$ cat src/lcdcd_pkg.sv
/*
 * Shared constants and types for the LCD driver command decoder:
 * register offsets, opcodes, field positions, reset values and the
 * packed structs for the drive state and the ram write port.
 * Assumes a 32-bit Avalon-MM slave with byte addresses.
 */
package lcdcd_pkg;

	// ==========================================================
	// bus map
	localparam logic [3:0] LCDCD_OFF_CMD = 4'h0;
	localparam logic [3:0] LCDCD_OFF_DATA = 4'h4;
	localparam logic [3:0] LCDCD_OFF_MODE = 4'h8;

	// ==========================================================
	// display geometry
	localparam int LCDCD_PAGES = 4;
	localparam int LCDCD_COLS = 80;
	localparam int LCDCD_RAM_WORDS = LCDCD_PAGES * LCDCD_COLS;
	localparam logic [6:0] LCDCD_COL_LAST = 7'h4F;
	localparam logic [6:0] LCDCD_COL_STOP = 7'h50;
	localparam logic [8:0] LCDCD_COLS_W = 9'h050;

	// ==========================================================
	// opcodes, matched with their option bits masked off
	localparam logic [7:0] LCDCD_OP_DISP = 8'hAE;
	localparam logic [7:0] LCDCD_MSK_DISP = 8'hFE;
	localparam logic [7:0] LCDCD_OP_START = 8'hC0;
	localparam logic [7:0] LCDCD_MSK_START = 8'hE0;
	localparam logic [7:0] LCDCD_OP_PAGE = 8'hB8;
	localparam logic [7:0] LCDCD_MSK_PAGE = 8'hFC;
	localparam logic [7:0] LCDCD_OP_COL = 8'h00;
	localparam logic [7:0] LCDCD_MSK_COL = 8'h80;
	localparam logic [7:0] LCDCD_OP_ADC = 8'hA0;
	localparam logic [7:0] LCDCD_OP_STATIC = 8'hA4;
	localparam logic [7:0] LCDCD_OP_DUTY = 8'hA8;
	localparam logic [7:0] LCDCD_MSK_OPT = 8'hFE;
	localparam logic [7:0] LCDCD_OP_RMW = 8'hE0;
	localparam logic [7:0] LCDCD_OP_END = 8'hEE;
	localparam logic [7:0] LCDCD_OP_RESET = 8'hE2;

	// ==========================================================
	// status byte bit positions
	localparam int LCDCD_ST_BUSY = 7;
	localparam int LCDCD_ST_ADC = 6;
	localparam int LCDCD_ST_OFF = 5;
	localparam int LCDCD_ST_RESET = 4;

	// ==========================================================
	// mode register field positions
	localparam int LCDCD_MD_COL = 0;
	localparam int LCDCD_MD_PAGE = 8;
	localparam int LCDCD_MD_START = 16;
	localparam int LCDCD_MD_RMW = 24;
	localparam int LCDCD_MD_STATIC = 25;
	localparam int LCDCD_MD_DUTY = 26;
	localparam int LCDCD_MD_PSAVE = 27;
	localparam int LCDCD_MD_DISP = 28;

	// ==========================================================
	// reset values
	localparam logic LCDCD_RST_DISP_ON = 1'b0;
	localparam logic LCDCD_RST_ADC_REV = 1'b0;
	localparam logic LCDCD_RST_STATIC = 1'b0;
	localparam logic LCDCD_RST_DUTY32 = 1'b0;

	// ==========================================================
	// drive state toward the lcd output stage
	typedef struct packed {
		logic drive_en;
		logic segcom_high;
		logic all_dots_on;
		logic com_all_select;
		logic duty32;
		logic adc_reverse;
		logic power_save;
		logic osc_enable;
		logic oscillator_output_pin_oe;
	} lcdcd_drive_t;

	localparam lcdcd_drive_t LCDCD_DRIVE_RST = '0;

	// ram write port
	typedef struct packed {
		logic we;
		logic [8:0] addr;
		logic [7:0] data;
	} lcdcd_ram_wr_t;

endpackage : lcdcd_pkg

$ cat src/lcdcd_dram.sv
/*
 * Display data RAM: four pages of eighty byte columns.
 * One synchronous write port, one combinational read port.
 * Assumes the caller never writes an address past the last word.
 */
`timescale 1ns/1ps

module lcdcd_dram
	import lcdcd_pkg::*;
(
	// clock
	input wire logic ref_clk,
	// write port
	input wire lcdcd_pkg::lcdcd_ram_wr_t wr,
	// read port
	input wire logic [8:0] rd_addr,
	output logic [7:0] rd_data
);
	// ==========================================================
	// storage; no reset, contents survive every reset
	logic [7:0] mem [LCDCD_RAM_WORDS];

	always_ff @(posedge ref_clk)
	begin
		if (wr.we)
		begin
			mem[wr.addr] <= wr.data;
		end
	end

	assign rd_data = mem[rd_addr];

endmodule : lcdcd_dram

$ cat src/lcdcd_top.sv
/*
 * Command decoder for a dot-matrix LCD driver, reached by software
 * over an Avalon-MM slave with waitrequest. Command bytes go to the
 * command word, display bytes to the data word; a mode word reads
 * back the internal state. Drive state goes out as one struct.
 * Assumes the reset pin is asynchronous to ref_clk.
 */
// Design decisions made here: register access over Avalon-MM and the register addresses.
// Summary of operation
// - data write stores the byte at page and column, then steps column
// - data read returns the latched byte, reloads it from page and column, then steps column
// - segment order option: low forward, high reversed column order
// - column advance follows the chosen segment order
// - static drive on lights every dot, selects all commons
// - duty option: clear gives 1/16, set gives 1/32
// - in read-modify-write only writes advance the column
// - read-modify-write stays until the end command or a pin reset
// - end command leaves the mode and restores the saved column
// - soft reset clears start line, column and page, keeps ram
// - static drive on with display off enters power saving
// - power saving stops driving, outputs high, oscillator off
// - power saving keeps ram and every mode setting
// - display on or static off ends power saving
// - column advance stops at 80, no wrap, page untouched
// - display option bit: clear switches off, set switches on
// - busy reads high during reset; commands ignored meanwhile
`timescale 1ns/1ps

module lcdcd_top
	import lcdcd_pkg::*;
(
	// clock and reset
	input wire logic ref_clk,
	input wire logic sys_rst,
	// reset pin, active low, asynchronous
	input wire logic external_reset_pin_n,
	// avalon-mm slave
	input wire logic [3:0] avs_address,
	input wire logic avs_read,
	input wire logic avs_write,
	input wire logic [31:0] avs_writedata,
	input wire logic [3:0] avs_byteenable,
	output logic [31:0] avs_readdata,
	output logic avs_waitrequest,
	// drive state
	output lcdcd_pkg::lcdcd_drive_t drive,
	output logic [4:0] start_line
);
	import lcdcd_pkg::*;

	// ==========================================================
	// state
	typedef struct packed {
		logic pin_meta;
		logic pin_sync;
		logic waitreq;
		logic [31:0] rdata;
		logic [6:0] col;
		logic [6:0] col_save;
		logic [1:0] page;
		logic [4:0] start;
		logic [7:0] latch;
		logic disp_on;
		logic adc_rev;
		logic static_on;
		logic duty32;
		logic rmw;
		logic soft_rst;
		lcdcd_drive_t drv;
	} lcdcd_state_t;

	lcdcd_state_t s_r;
	lcdcd_state_t s_nxt;
	lcdcd_ram_wr_t ram_wr;
	logic [8:0] ram_addr;
	logic [7:0] ram_q;

	// ==========================================================
	// ram address from page and ordered column
	function automatic logic [8:0] lcdcd_addr(input logic [1:0] pg,
		input logic [6:0] c, input logic rev);
		logic [6:0] phys;
		phys = rev ? 7'(LCDCD_COL_LAST - c) : c;
		lcdcd_addr = 9'(9'(pg) * LCDCD_COLS_W + 9'(phys));
	endfunction : lcdcd_addr

	// saturating column step
	function automatic logic [6:0] lcdcd_step(input logic [6:0] c);
		lcdcd_step = (c >= LCDCD_COL_STOP) ? c : 7'(c + 7'h01);
	endfunction : lcdcd_step

	assign ram_addr = lcdcd_addr(s_r.page, s_r.col, s_r.adc_rev);

	lcdcd_dram u_dram (
		.ref_clk(ref_clk),
		.wr(ram_wr),
		.rd_addr(ram_addr),
		.rd_data(ram_q)
	);

	// ==========================================================
	// next state
	logic busy;
	logic take;
	logic cmd_wr;
	logic dat_wr;
	logic dat_rd;
	logic [7:0] cb;
	logic col_ok;

	always_comb
	begin
		s_nxt = s_r;
		ram_wr = '0;
		// the first stage feeds only the second
		s_nxt.pin_meta = external_reset_pin_n;
		s_nxt.pin_sync = s_r.pin_meta;
		busy = !s_r.pin_sync || s_r.soft_rst;
		s_nxt.soft_rst = 1'b0;
		cb = avs_writedata[7:0];
		col_ok = s_r.col < LCDCD_COL_STOP;

		// one wait cycle, answer registered, effect at release
		// waitrequest is its own flop so the pin comes straight off it
		take = (avs_read || avs_write) && !s_r.waitreq;
		s_nxt.waitreq = 1'b1;
		if ((avs_read || avs_write) && s_r.waitreq)
		begin
			s_nxt.waitreq = 1'b0;
		end
		cmd_wr = take && avs_write && avs_byteenable[0] && !busy &&
			avs_address == LCDCD_OFF_CMD;
		dat_wr = take && avs_write && avs_byteenable[0] && !busy &&
			avs_address == LCDCD_OFF_DATA;
		dat_rd = take && avs_read && !busy &&
			avs_address == LCDCD_OFF_DATA;

		// read answer, captured while waitrequest is high
		if ((avs_read || avs_write) && s_r.waitreq)
		begin
			s_nxt.rdata = '0;
			if (avs_read)
			begin
				case (avs_address)
					LCDCD_OFF_CMD:
					begin
						s_nxt.rdata[LCDCD_ST_BUSY] = busy;
						s_nxt.rdata[LCDCD_ST_ADC] = !s_r.adc_rev;
						s_nxt.rdata[LCDCD_ST_OFF] = !s_r.disp_on;
						s_nxt.rdata[LCDCD_ST_RESET] = busy;
					end
					LCDCD_OFF_DATA:
					begin
						// latched byte: stale after a column load
						s_nxt.rdata[7:0] = s_r.latch;
					end
					LCDCD_OFF_MODE:
					begin
						s_nxt.rdata[LCDCD_MD_COL +: 7] = s_r.col;
						s_nxt.rdata[LCDCD_MD_PAGE +: 2] = s_r.page;
						s_nxt.rdata[LCDCD_MD_START +: 5] = s_r.start;
						s_nxt.rdata[LCDCD_MD_RMW] = s_r.rmw;
						s_nxt.rdata[LCDCD_MD_STATIC] = s_r.static_on;
						s_nxt.rdata[LCDCD_MD_DUTY] = s_r.duty32;
						s_nxt.rdata[LCDCD_MD_PSAVE] = s_r.drv.power_save;
						s_nxt.rdata[LCDCD_MD_DISP] = s_r.disp_on;
					end
					default:
					begin
						s_nxt.rdata = '0;
					end
				endcase
			end
		end

		// display data write
		if (dat_wr)
		begin
			ram_wr.we = col_ok;
			ram_wr.addr = ram_addr;
			ram_wr.data = cb;
			s_nxt.col = lcdcd_step(s_r.col);
		end

		// display data read: refill latch from the current column
		if (dat_rd)
		begin
			s_nxt.latch = col_ok ? ram_q : 8'h00;
			if (!s_r.rmw)
			begin
				s_nxt.col = lcdcd_step(s_r.col);
			end
		end

		// commands; unmatched bytes fall through untouched
		if (cmd_wr)
		begin
			if ((cb & LCDCD_MSK_DISP) == LCDCD_OP_DISP)
			begin
				s_nxt.disp_on = cb[0];
			end
			else if ((cb & LCDCD_MSK_START) == LCDCD_OP_START)
			begin
				s_nxt.start = cb[4:0];
			end
			else if ((cb & LCDCD_MSK_PAGE) == LCDCD_OP_PAGE)
			begin
				s_nxt.page = cb[1:0];
			end
			else if ((cb & LCDCD_MSK_COL) == LCDCD_OP_COL)
			begin
				s_nxt.col = cb[6:0];
			end
			else if ((cb & LCDCD_MSK_OPT) == LCDCD_OP_ADC)
			begin
				s_nxt.adc_rev = cb[0];
			end
			else if ((cb & LCDCD_MSK_OPT) == LCDCD_OP_STATIC)
			begin
				s_nxt.static_on = cb[0];
			end
			else if ((cb & LCDCD_MSK_OPT) == LCDCD_OP_DUTY)
			begin
				s_nxt.duty32 = cb[0];
			end
			else if (cb == LCDCD_OP_RMW)
			begin
				// re-entry keeps the first saved column
				if (!s_r.rmw)
				begin
					s_nxt.col_save = s_r.col;
				end
				s_nxt.rmw = 1'b1;
			end
			else if (cb == LCDCD_OP_END)
			begin
				if (s_r.rmw)
				begin
					s_nxt.col = s_r.col_save;
				end
				s_nxt.rmw = 1'b0;
			end
			else if (cb == LCDCD_OP_RESET)
			begin
				// ram untouched; mode bits kept
				s_nxt.start = '0;
				s_nxt.col = '0;
				s_nxt.page = '0;
				s_nxt.soft_rst = 1'b1;
			end
		end

		// reset pin held low: counters and modes to defaults, ram kept
		if (!s_r.pin_sync)
		begin
			s_nxt.col = '0;
			s_nxt.col_save = '0;
			s_nxt.page = '0;
			s_nxt.start = '0;
			s_nxt.latch = '0;
			s_nxt.disp_on = LCDCD_RST_DISP_ON;
			s_nxt.adc_rev = LCDCD_RST_ADC_REV;
			s_nxt.static_on = LCDCD_RST_STATIC;
			s_nxt.duty32 = LCDCD_RST_DUTY32;
			s_nxt.rmw = 1'b0;
		end

		// drive state from the settled settings
		s_nxt.drv.power_save = s_nxt.static_on && !s_nxt.disp_on;
		s_nxt.drv.drive_en = !s_nxt.drv.power_save;
		s_nxt.drv.segcom_high = s_nxt.drv.power_save;
		s_nxt.drv.osc_enable = !s_nxt.drv.power_save;
		// low enable leaves the oscillator pin floating
		s_nxt.drv.oscillator_output_pin_oe = !s_nxt.drv.power_save;
		s_nxt.drv.all_dots_on = s_nxt.static_on;
		s_nxt.drv.com_all_select = s_nxt.static_on;
		s_nxt.drv.duty32 = s_nxt.duty32;
		s_nxt.drv.adc_reverse = s_nxt.adc_rev;
	end

	// ==========================================================
	// registers
	always_ff @(posedge ref_clk)
	begin
		if (sys_rst)
		begin
			// pin stages start low: the block stays busy until the
			// pin has been seen high twice, so no early command slips in
			s_r <= '{pin_meta: 1'b0,
				pin_sync: 1'b0,
				waitreq: 1'b1,
				rdata: '0,
				col: '0,
				col_save: '0,
				page: '0,
				start: '0,
				latch: '0,
				disp_on: LCDCD_RST_DISP_ON,
				adc_rev: LCDCD_RST_ADC_REV,
				static_on: LCDCD_RST_STATIC,
				duty32: LCDCD_RST_DUTY32,
				rmw: 1'b0,
				soft_rst: 1'b0,
				drv: LCDCD_DRIVE_RST};
		end
		else
		begin
			s_r <= s_nxt;
		end
	end

	assign avs_readdata = s_r.rdata;
	assign avs_waitrequest = s_r.waitreq;
	assign drive = s_r.drv;
	assign start_line = s_r.start;

endmodule : lcdcd_top

$ cat config.mk
export PLATFORM = sky130hd
export DESIGN_NAME = lcdcd_top
export DESIGN_NICKNAME = d
export VERILOG_FILES = /design/src/lcdcd_pkg.sv /design/src/lcdcd_dram.sv /design/src/lcdcd_top.sv
export SDC_FILE = /design/constraint.sdc
export NUM_CORES = 2
export LEC_CHECK = 0
export ABC_AREA = 1
export BUFFER_PORTS_ARGS = -buffer_cell sky130_fd_sc_hd__buf_2
export CAP_MARGIN = 25
export CORE_ASPECT_RATIO = 0.7
export CORE_MARGIN = 3
export CORE_UTILIZATION = 25
export DETAILED_ROUTE_END_ITERATION = 10
export PLACE_DENSITY = 0.39
export SLEW_MARGIN = 20
export SYNTH_ARGS = -nofsm -noshare
export SYNTH_HDL_FRONTEND = slang
export SYNTH_SLANG_ARGS = --single-unit
export TNS_END_PERCENT = 50
$ cat constraint.sdc
create_clock -name ref_clk -period 24.8 [get_ports ref_clk]
set_input_delay 2.48 -clock ref_clk [delete_from_list [all_inputs] [get_ports ref_clk]]
set_output_delay 2.48 -clock ref_clk [all_outputs]
set_load 0.1 [all_outputs]
# Word level (Yosys, flattened, before mapping)
# Memories as Yosys holds them, arrays and structs flattened.
# Cells that the tools add are included.
# totals
word_cells	147
ramBits	2560
memories	1
inputBits	45
latch_bits	0
rom_bits	0
register_bits	72
output_inout_bits	47
# op_classes
order_cmp	2
div_mod_pow	0
n_eq_ne	24
shift	0
addsub	3
mul	1
n_mux	56
bitwise_logic	10
n_reduce_logical	33
# mem_list
name	depth	word_bits	read_ports	rd_clocked_by_memory_dff	wr	line	rtl
u_dram.mem	320	8	1	0	1	lcdcd_dram.sv:21	logic [7:0] mem [LCDCD_RAM_WORDS];
# op_table
operator	n
$mux 21	5
$mux 7	15
$mux 5	9
$reduce_and 10->1	3
$mux 29	1
$eq 7x7->1 const B	4
$mux 14	2
$ne 2x2->1 const B	13
$eq 8x8->1 const B	3
$mux 18	1
$mux 16	1
$mux 1	12
$logic_and 1x1->1	11
$reduce_or 11->1	1
$not 1->1	10
$add 9x7->9	1
$pmux 3 s3	1
$reduce_and 9->1	1
$logic_not 8->1	1
$mux 8	1
$pmux 4 s2	1
$reduce_and 8->1	1
$add 7x1->7 const B	1
$ge 7x7->1 const B	1
18 further kinds	29

# Depth between registers and ports, before layout
# logic_depth
word_depth	20
mapped_depth	19
mapped_depth_nobuf	16

# Modules after synthesis
# Synthesis repeated with hierarchy kept, for this count alone.
# hier_totals
cells_unflattened	9088
hier_area_um2	106768.6
# by_module_without_submodules
module	instances	seq_area_each_um2	area_each_um2	cells_each
lcdcd_dram	1	76873.7	103250.3	8560
lcdcd_top	1	1201.2	3518.4	528

# Worst setup path before layout
# No wires, ideal clock.
# synth_path
path_type	input to register
start	input avs_address[0]
end	memory u_dram.mem[0][0], data pin
path_slack_ps	12380
setup_ps	1691
required_ps	23109
path_buffers	1
arrival_time_ps	10729
stages	6
path_cell_list	inv_1 > nand2_1 > nor3_4 > nand2_1 > clkbuf_1 > nor2_1
# synth_lines
element	line	rtl
start, declared	lcdcd_top.sv:38	input wire logic [3:0] avs_address,
end, declared	lcdcd_dram.sv:21	

==> impl_metrics.tcl <==
set metrics [dict create \
    synth_edf_count 2560 \
    die_area_um2 464000 \
    area_delta_synth_final_pct 12.8 \
    cts_tree "built" \
    total_power_mw 8.77 \
    antenna_found_initial 43 \
    wl_per_cell_um 21.6 \
    ant_nets 0 \
    initial_core_util_pct 25.2 \
    die_w_um 813 \
    synth_cell_types 45 \
    yosys_warnings 0 \
    rows 206 \
    drtIter0Drc 7569 \
    ys_ff_latch 2620 \
    io-pin-count 92 \
    dp.cells 16400 \
    tns_ns 0 \
    crit_type "register to register" \
    cts_num_sinks 2620 \
    ys_seq_area_share_pct 68.5 \
    layout.cells.non_filler 16800 \
    cp_top_family "buffers and inverters" \
    clk_latency_ns 0.89 \
    vias_per_cell 4.49 \
    hold_viol_final 0 \
    rsz0062_at_grt "false" \
    drt-total-wl_um 364000 \
    path_max_fanout 154 \
    post_cts_buffers 0 \
    drc 0 \
    routabilityCongestion 0.821 \
    avgSynthCellArea_um2 10.5 \
    grt.busiest_layer "met1" \
    peakVddDrop_mv 0.0445 \
    async_flop_share_pct 0 \
    syn_inst 10800 \
    crit_path_start_kind "register" \
    slew_headroom_pct 25.2 \
    synth_area_um2 114000 \
    crit_path_frequent_cell "nand3_1" \
    cts_max_path_buffers 4 \
    die_y_um 571 \
    final_common_cell "edfxtp_1" \
    cts.reportedPaths.clkPinSlew_ns 0.07 \
    hold_buffers 0 \
    io_buffers 52 \
    final_util_pct 28.4 \
    core-area_um2 452000 \
    p_leak_nw 49.3 \
    worstPathCellList "nand2_1 -> nand2_8 -> buf_4 -> buf_12 -> buf_12 -> buf_4 -> buf_4 -> or2_2 -> nand3_1 -> nand3_1 -> nand3_1 -> nand2_1 -> nand3_1 -> nand3_1 -> nand3_1 -> nand3_1 -> nand2_1 -> a21oi_1" \
    p_per_area_nw_per_um2 68.3 \
    period_needed_ns 7.78 \
    crit_slowest_cell "dfxtp_1" \
    cts_buffers 273 \
    cts_root_buf "clkbuf_16" \
    tightest_slew_ns 1.12 \
    vias 75600 \
    fin_skew_ns 0.0296 \
    met3_usage_pct 2.59 \
    gr-total-overflow 0 \
    fmax_ghz 0.129 \
    grtUsageMet2_pct 22.4 \
    grt_usage_pct 15.3 \
    layout_setup_ws_ns 17.02 \
    slew_violations 0 \
    met1_usage_pct 23.5 \
    layout-drive-gt1-share_pct 6.69 \
    grt_pass1_wl_um 523000 \
    h-tree-depth 5 \
    setup_viol 0 \
    grt_max_degree 198 \
    cp_data_required_time_ns 25.59 \
    arrival_ns 8.57 \
    dp_hpwl_um 209000 \
    cp.buffers_inverters 5 \
    post-place-ws_ns 16.69 \
    max_stage_delay_ns 0.83 \
    ys_dominant_reg_cell "edfxtp_1" \
    grt_pass1_vias 71800 \
    period_share_pct 31.4 \
    drt_pass1_iterations 6 \
    final_cell_mix "2,560 x edfxtp_1, 2,545 x nand3_1, 2,366 x nand2_1, 1,699 x inv_1, 377 x nor2_1" \
    worst_hold_path_type "register to register" \
    final_nets 10700 \
    status "finished, final reports clean" \
    ctsResizeCount 0 \
    drv_cap 0 \
    end_kind "register" \
]
==> final cells by class <==
cell class,count,area (um^2)
diodes,8,20.0
clock buffers,348,7340
clock inverters,111,830
fillers,46900,324000
inverters,1713,6450
multi-input cells,5823,26700
flip-flops and latches,2620,78100
well taps,6032,7550
repair buffers,192,1570
==> path summary, 6_finish.rpt <==
| kind | start | end | slack, ns | cells after the start |
|---|---|---|---|---|
| setup / recovery | drive[3] | s_r[19] | 17.02 | 18 |
| hold / removal | s_nxt[77] | s_r[77] | 0.40 | 2 |
| setup reg to reg | drive[3] | s_r[19] | 17.02 | 18 |
| hold reg to reg | s_nxt[77] | s_r[77] | 0.40 | 2 |
==> cell usage after synthesis, types with 11 or more instances <==
master    number  area [um^2]
or2_1        100          626
buf_4         68          510
clkbuf_1     267         1000
dfxtp_1       60         1200
or2_0         82          513
nor2_1       388         1460
inv_1       1701         6380
or2_2        128          801
o211ai_1      21          158
a21oi_1       58          290
buf_1         67          251
edfxtp_1    2560        76900
nand2_1     2379         8930
nand3_1     2551        12800
buf_2        270         1350
nor3_1        11         55.1
o21ai_0       26          130
==> state kept, by name, indices dropped and copies added, names as in the netlist <==
name	flops
s_nxt	1
drive	5
u_dram.mem	2560
s_r	28
avs_waitrequest	1
avs_readdata	20
start_line	5
==> report_power, final <==
| group | total (mW) | leakage [nW] | switching, mW | internal, mW |
|---|---|---|---|---|
| sequential | 4.78 | 30.0 | 0.000273 | 4.78 |
| clock | 3.97 | 3.98 | 1.77 | 2.20 |
| combinational | 0.0244 | 15.3 | 0.0212 | 0.00321 |
| total | 8.77 | 49.3 | 1.79 | 6.99 |
==> logic make-up (layout without fill, tap and decap cells) <==
| kind of cell | Yosys count | count (layout) | share of synthesized area, % |
|---|---|---|---|
| compound gates | 126 | 126 | 0.644 |
| flops | 2620 | 2620 | 68.5 |
| fa+ha+maj | 8 | 8 | 0.0944 |
| other cells | 1 | 20 | 0.00329 |
| simple gates | 5668 | 5668 | 22.3 |
| buf+inv | 2389 | 2364 | 8.41 |
| xor+xnor | 9 | 9 | 0.0889 |
==> through the flow <==
stage / hold WS (ns) / instance area (um^2)
detailed placement: 0.399 / 120000
floorplan: 0.388 / 114000
global route: 0.414 / 129000
finish: 0.402 / 129000
CTS: 0.407 / 128000
global placement: 0.402 / 120000
==> tightest hold or removal path: stages, from the launching register on <==
cell	delay, ns
dfxtp_1	0.29
inv_1	0.04
nor2_1	0.03
==> layer usage <==
metal / wire (um) / part of all wire (%) / vias to the layer above
met4: 6780 / 1.9 / 6
met5: 252 / 0.069 / -
met1: 180000 / 49 / 37600
met3: 24400 / 6.7 / 404
li1: - / - / 35400
met2: 153000 / 42 / 2135
(Power assumes the default switching activity.)
